File: config.mk
export PLATFORM = sky130hd
export DESIGN_NAME = smbcs_ctrl
export DESIGN_NICKNAME = d
export VERILOG_FILES = /design/src/smbcs_pkg.sv /design/src/smbcs_sfr_write.sv /design/src/smbcs_ctrl.sv
export VERILOG_INCLUDE_DIRS = /design/src
export SDC_FILE = /design/constraint.sdc
export NUM_CORES = 1
export LEC_CHECK = 0
export BUFFER_PORTS_ARGS = -buffer_cell sky130_fd_sc_hd__buf_2
export CORE_MARGIN = 2
export CORE_UTILIZATION = 39
export CTS_CLUSTER_DIAMETER = 150
export DETAILED_ROUTE_END_ITERATION = 7
export PLACE_DENSITY = 0.78
export SLEW_MARGIN = 10
export SYNTH_ARGS = -nofsm -noshare
export SYNTH_HDL_FRONTEND = slang
export SYNTH_SLANG_ARGS = --single-unit
File: constraint.sdc
create_clock -name i_clock -period 1.55 [get_ports i_clock]
set_input_delay 0.0775 -clock i_clock [delete_from_list [all_inputs] [get_ports i_clock]]
set_output_delay 0.0775 -clock i_clock [all_outputs]
set_load 0.01 [all_outputs]
File: src/smbcs_regs.svh
// How it works
// - bit 7 reads 1 while the interface is bus master and 0 while it is a slave.
// - bit 6 shows whether the byte now in progress is being transmitted or received.
// - start_flag in bit 5 reads 1 once a START or repeated START has been seen on the bus.
// - writing 1 to start_flag asks the master to make a START or repeated START.
// - stop_flag in bit 4 reads 1 for a STOP seen as slave or a STOP still pending as master.
// - writing 1 to stop_flag as master sends STOP after the next ACK, then hardware clears it.
// - ack_request_flag is set for each received byte when software must give the ACK value.
// - arbitration_lost_flag in bit 2 reads 1 after arbitration is lost.
// - arbitration_lost_flag clears whenever the interrupt flag is cleared.
// - as receiver bit 1 is the ACK to send; as transmitter it returns the ACK last received.
// - hardware sets the interrupt flag in bit 0 on each transfer event and never clears it.
// - while the interrupt flag is set, SCL is held low and the bus is stalled.
// - writing 0 to the interrupt flag clears it and advances the sequencer; 1 forces it.
// - the register sits at special-function address 0xC0 and is bit addressable.
`ifndef SMBCS_REGS_SVH
`define SMBCS_REGS_SVH

`define SMBCS_ADDR 8'hC0
`define SMBCS_RESET 8'h00
`define SMBCS_BIT_MASTER 3'd7
`define SMBCS_BIT_TX 3'd6
`define SMBCS_BIT_START 3'd5
`define SMBCS_BIT_STOP 3'd4
`define SMBCS_BIT_ACK_REQUEST_FLAG 3'd3
`define SMBCS_BIT_ARB 3'd2
`define SMBCS_BIT_ACK 3'd1
`define SMBCS_BIT_INT 3'd0

`endif

File: src/smbcs_pkg.sv
`default_nettype none
package smbcs_pkg;
    typedef logic [7:0] smbcs_byte_t;
    typedef logic [2:0] smbcs_bit_t;
endpackage : smbcs_pkg
`default_nettype wire

File: src/smbcs_sfr_write.sv
`timescale 1ns/1ns
`default_nettype none
`include "smbcs_regs.svh"
module smbcs_sfr_write (
    input wire logic [7:0] i_sfr_addr,
    input wire logic [7:0] i_sfr_wdata,
    input wire logic i_sfr_we,
    input wire logic [7:0] i_bit_addr,
    input wire logic i_bit_we,
    input wire logic i_bit_val,
    output logic [7:0] o_wmask,
    output logic [7:0] o_wdata
);
    // ----------------------------------------
    // byte and bit write decode
    // ----------------------------------------
    wire logic byte_hit;
    wire logic bit_hit;
    wire logic [7:0] bit_onehot;
    wire logic [7:0] sfr_base;

    assign sfr_base = `SMBCS_ADDR;
    assign byte_hit = i_sfr_we && (i_sfr_addr == sfr_base);
    // bit addresses 0xC0..0xC7 land on bits 0..7
    assign bit_hit = i_bit_we && (i_bit_addr[7:3] == sfr_base[7:3]);
    assign bit_onehot = 8'h01 << i_bit_addr[2:0];
    assign o_wmask = byte_hit ? 8'hFF : (bit_hit ? bit_onehot : 8'h00);
    assign o_wdata = byte_hit ? i_sfr_wdata : (i_bit_val ? 8'hFF : 8'h00);
endmodule : smbcs_sfr_write
`default_nettype wire

File: src/smbcs_ctrl.sv
`timescale 1ns/1ns
`default_nettype none
`include "smbcs_regs.svh"
module smbcs_ctrl (
    input wire logic i_clock,
    input wire logic i_resetn,
    input wire logic [7:0] i_sfr_addr,
    input wire logic [7:0] i_sfr_wdata,
    input wire logic i_sfr_we,
    input wire logic i_sfr_re,
    input wire logic [7:0] i_bit_addr,
    input wire logic i_bit_we,
    input wire logic i_bit_val,
    input wire logic i_hardware_ack_enable,
    input wire logic i_ev_start_detected,
    input wire logic i_ev_start_generated,
    input wire logic i_ev_stop_detected,
    input wire logic i_ev_stop_generated,
    input wire logic i_ev_byte_begin,
    input wire logic i_byte_is_tx,
    input wire logic i_ev_byte_received,
    input wire logic i_ev_byte_sent,
    input wire logic i_ev_ack_received,
    input wire logic i_ack_rx_value,
    input wire logic i_ev_arb_lost,
    output logic [7:0] o_sfr_rdata,
    output logic o_master,
    output logic o_transmit_indicator,
    output logic o_start_request,
    output logic o_stop_request,
    output logic o_ack_value,
    output logic o_scl_hold,
    output logic o_advance
);
    // ----------------------------------------
    // write decode
    // ----------------------------------------
    wire logic [7:0] wmask;
    wire logic [7:0] wdata;

    smbcs_sfr_write u_write (
        .i_sfr_addr(i_sfr_addr),
        .i_sfr_wdata(i_sfr_wdata),
        .i_sfr_we(i_sfr_we),
        .i_bit_addr(i_bit_addr),
        .i_bit_we(i_bit_we),
        .i_bit_val(i_bit_val),
        .o_wmask(wmask),
        .o_wdata(wdata)
    );

    // ----------------------------------------
    // state bits
    // ----------------------------------------
    logic master_reg;
    logic tx_reg;
    logic start_reg;
    logic stop_reg;
    logic ack_request_flag_reg;
    logic arb_reg;
    logic ack_reg;
    logic int_reg;
    logic adv_reg;
    smbcs_pkg::smbcs_byte_t rdata_reg;

    wire logic master_next;
    wire logic tx_next;
    wire logic start_next;
    wire logic stop_next;
    wire logic ack_request_flag_next;
    wire logic arb_next;
    wire logic ack_next;
    wire logic int_next;
    wire logic int_clear;
    wire logic hw_event;
    wire logic stop_sw_set;
    wire logic stop_sw_clear;
    wire logic read_hit;
    wire smbcs_pkg::smbcs_byte_t image;

    // read-only bits take no term from their own wmask bit
    assign master_next = i_ev_start_generated
        | (master_reg & ~(i_ev_stop_generated | i_ev_arb_lost));
    assign tx_next = i_ev_byte_begin ? i_byte_is_tx : tx_reg;
    // set wins over a software clear in the same cycle
    assign start_next = i_ev_start_detected | i_ev_start_generated
        | (wmask[`SMBCS_BIT_START] ? wdata[`SMBCS_BIT_START] : start_reg);
    // a slave cannot request a stop
    assign stop_sw_set = wmask[`SMBCS_BIT_STOP] & wdata[`SMBCS_BIT_STOP] & master_reg;
    assign stop_sw_clear = wmask[`SMBCS_BIT_STOP] & ~wdata[`SMBCS_BIT_STOP];
    assign stop_next = (i_ev_stop_detected & ~master_reg) | stop_sw_set
        | (stop_reg & ~stop_sw_clear & ~i_ev_stop_generated);
    assign int_clear = wmask[`SMBCS_BIT_INT] & ~wdata[`SMBCS_BIT_INT];
    assign ack_request_flag_next = (i_ev_byte_received & ~i_hardware_ack_enable)
        | (ack_request_flag_reg & ~int_clear);
    assign arb_next = i_ev_arb_lost | (arb_reg & ~int_clear);
    // received ack overrides a write landing in the same cycle
    assign ack_next = i_ev_ack_received ? i_ack_rx_value
        : (wmask[`SMBCS_BIT_ACK] ? wdata[`SMBCS_BIT_ACK] : ack_reg);
    assign hw_event = i_ev_start_detected | i_ev_start_generated | i_ev_stop_detected
        | i_ev_stop_generated | i_ev_byte_received | i_ev_byte_sent | i_ev_arb_lost;
    assign int_next = hw_event
        | (wmask[`SMBCS_BIT_INT] ? wdata[`SMBCS_BIT_INT] : int_reg);
    assign image = {master_reg, tx_reg, start_reg, stop_reg, ack_request_flag_reg, arb_reg, ack_reg,
        int_reg};
    assign read_hit = i_sfr_re && (i_sfr_addr == `SMBCS_ADDR);

    // ----------------------------------------
    // registers
    // ----------------------------------------
    always_ff @(posedge i_clock) begin
        if (!i_resetn) begin
            {master_reg, tx_reg, start_reg, stop_reg, ack_request_flag_reg, arb_reg, ack_reg, int_reg}
                <= `SMBCS_RESET;
            adv_reg <= 1'b0;
            rdata_reg <= 8'h00;
        end else begin
            master_reg <= master_next;
            tx_reg <= tx_next;
            start_reg <= start_next;
            stop_reg <= stop_next;
            ack_request_flag_reg <= ack_request_flag_next;
            arb_reg <= arb_next;
            ack_reg <= ack_next;
            int_reg <= int_next;
            adv_reg <= int_clear & int_reg & ~hw_event;
            rdata_reg <= read_hit ? image : 8'h00;
        end
    end

    // ----------------------------------------
    // outputs
    // ----------------------------------------
    assign o_sfr_rdata = rdata_reg;
    assign o_master = master_reg;
    assign o_transmit_indicator = tx_reg;
    assign o_start_request = start_reg;
    assign o_stop_request = stop_reg & master_reg;
    // sda follows the written value at once; scl stays held until the flag drops
    assign o_ack_value = ack_reg;
    assign o_scl_hold = int_reg;
    assign o_advance = adv_reg;
endmodule : smbcs_ctrl
`default_nettype wire

==> impl_metrics.toml <==
[worst_setup_path]
critical_path.endpoint_type = "register"
critical_path_class = "primary input to register"
r2r-start = "stop_reg"
setup.worst_path.end = "o_advance"
r2r-end = "stop_reg"
cp_max_fo = 4
cp-startpoint = "i_bit_addr[4]"
reg2reg_setup_slack_ns = 0.48
worstPathRequired_ns = 1.77
worstPathArrival_ns = 1.49
worst_setup_path_start_kind = "primary input"
r2r_cells = 4

[worst_hold_path]
min-delay-start = "i_ev_ack_received"
min_path_type = "primary input to register"

[yosys]
synth_seq_area_share_pct = 43.7
synth_adder_area_share_pct = 0
synth_top_family_by_area = "simple AND/OR/NAND/NOR gates"
yosysUniqueCellTypes = 33
ys.flop_type = "dfxtp_1"
synth_compound_area_share_pct = 15.1
syn_inst = 79
synth_warnings = 0
async_flop_share_pct = 0
synth_edf_count = 0
muxShareOfSynthArea_pct = 5.14
synth.area.top_cells = "dfxtp_1 (44%), and2_1 (8.0%), mux2i_1 (5.1%)"
ys_seq_elements = 17
synth_top_area_cell = "dfxtp_1"
synth-xor-area-share_pct = 0
synth_area_sq_um = 778
synth_most_common_cell = "dfxtp_1"
synthTopCellsByCount = "dfxtp_1 (17), and2_1 (10), nor2_1 (5)"
synth_top_area_share_pct = 43.7
syn_area_per_cell_sq_um = 9.85
synth_simple_gate_area_share_pct = 33.1
syn_nets = 121

[cells_and_area]
final_cells = 161
largest_reg_flops = 8
layout-drive-gt1-share_pct = 44.0
fin_util_pct = 56.8
layout.nets = 177
num_antenna_cells = 0
area_delta_synth_final_pct = 40.2

[floorplanning]
die_width_um = 48.7
core-area_sq_um = 1920
initial_utilization_pct = 40.5
dieArea_sq_um = 2370
rows = 16
num_io_pins = 57
die_y_um = 48.7

[global_route]
antenna_found_initial = 0
overflow = 0
grt_pass1_vias = 772
grt_use_total_pct = 16.4
grt_max_degree = 13
grt_pass1_wl_um = 3090

[power]
p_int_mw = 0.616
ir_drop_mv = 0.397
seq_power_share_pct = 57.2
power_frac_comb_pct = 14.6
p_total_mw = 0.808
swShare_pct = 23.7
p_per_area_nw_per_um2 = 740
leakagePower_nw = 0.551
p_switching_mw = 0.192
pwr-share-clk_pct = 28.2

[place]
dp_hpwl_um = 1530
dp_cells = 157
gp_congestion = 0.754
place.port_buffers = 52

[cts]
clock_latency_ns = 0.28
cts_sinks = 17
htreeDepth = 1
clockBufferDepth = 2
cts_buffers = 3
hold_buffers = 0
root_buffer = "clkbuf_4"
cts_resized = 0
clkTransAtPathRegs_ns = 0.10
cts_tree = "done"
cts_setup_buffers = 0

[detailed_routing]
first_pass_iters = 4
avgViaCountPerCell = 4.93
drcViolationCount = 0
post_drt_wl_per_cell_um = 11.3
drt-initial-drc-count = 9
detailroute.via_count = 793
wl_um = 1820
ant_nets = 0

[job]
drv_cap = 0

[sta]
worst_pin_slew_ns = 0.400
period_share_pct = 81.7
fin_skew_ns = 0.000180
hold_viol = 0
final-max-slew-violation-count = 0
grt_setup_unrepaired = "no"
fin_crit_ns = 1.27
clock.fmax_ghz = 0.790
setup_viol = 0
slew_headroom_pct = 73.0

[outcome]
outcome = "complete, no violations"
stage by stage:
stage / setup WS, ns / area, sq um / hold slack (ns) / setup TNS (ns)
2_1_floorplan: 0.169 / 778 / 0.181 / 0
3_3_place_gp: 0.0202 / 1060 / 0.297 / 0
3_5_place_dp: -0.0196 / 1060 / 0.304 / -0.0196
4_1_cts: 0.285 / 1090 / 0.00201 / 0
5_1_grt: 0.0988 / 1090 / 0.00129 / 0
6_report: 0.284 / 1090 / 0.00437 / 0
placed cells by master, fill, tap and decap left out, types with 2 or more instances in the layout:
cell      synthesis  layout
inv_1             4       4
nor3_1            3       3
dfxtp_1          17      17
nor2_1            5       5
nor4_1            2       2
o31ai_1           2       2
clkbuf_4          0       3
and2_1           10      10
nand2_1           4       4
and3_1            2       2
o41ai_1           2       2
nor2b_1           3       3
mux2i_1           4       4
buf_2             0      52
power groups by stage:
stage / logic (mW) / clock network [mW] / registers [mW]
2_1_floorplan: 0.0469 / 0 / 0.473
3_3_place_gp: 0.116 / 0 / 0.471
3_5_place_dp: 0.119 / 0 / 0.472
4_1_cts: 0.119 / 0.236 / 0.462
5_1_grt: 0.133 / 0.256 / 0.464
6_report: 0.118 / 0.228 / 0.462
worst max-delay path: stages:
cell and delay, ns:
buf_2 0.09, or4b_4 0.56, nor4b_4 0.33, and3_4 0.24, o2111a_1 0.18
metal layers:
layer	share of wire, %	track usage, %	vias up	wire [um]
li1	-	-	403	-
met1	38	18.1	352	696
met2	52	30.6	36	956
met3	8.6	3.70	2	157
met4	0.55	5.71	0	10
met5	0	0	-	0
how the worst min path moves through the flow:
stage	to	cells past startpoint
2_1_floorplan	o_ack_value	1
3_3_place_gp	o_ack_value	2
6_report	o_ack_value	2
4_1_cts	o_ack_value	2
3_5_place_dp	o_ack_value	2
5_1_grt	o_ack_value	2
logic make-up (layout without fill, tap and decap cells):
| group | count (synthesis) | in the layout |
|---|---|---|
| AOI/OAI and AO/OA | 14 | 14 |
| buffers and inverters | 5 | 60 |
| DFF | 17 | 17 |
| and+or+nand+nor | 39 | 39 |
| muxes | 4 | 4 |
final cells by class:
type	count	area, sq um
Tap cell	27	33.8
Timing Repair Buffer	52	260
Clock buffer	4	26.3
Sequential cell	17	340
Fill cell	195	831
Multi-Input combinational cell	57	415
Inverter	4	15.0
No activity file was read; power rests on OpenSTA's default activity.
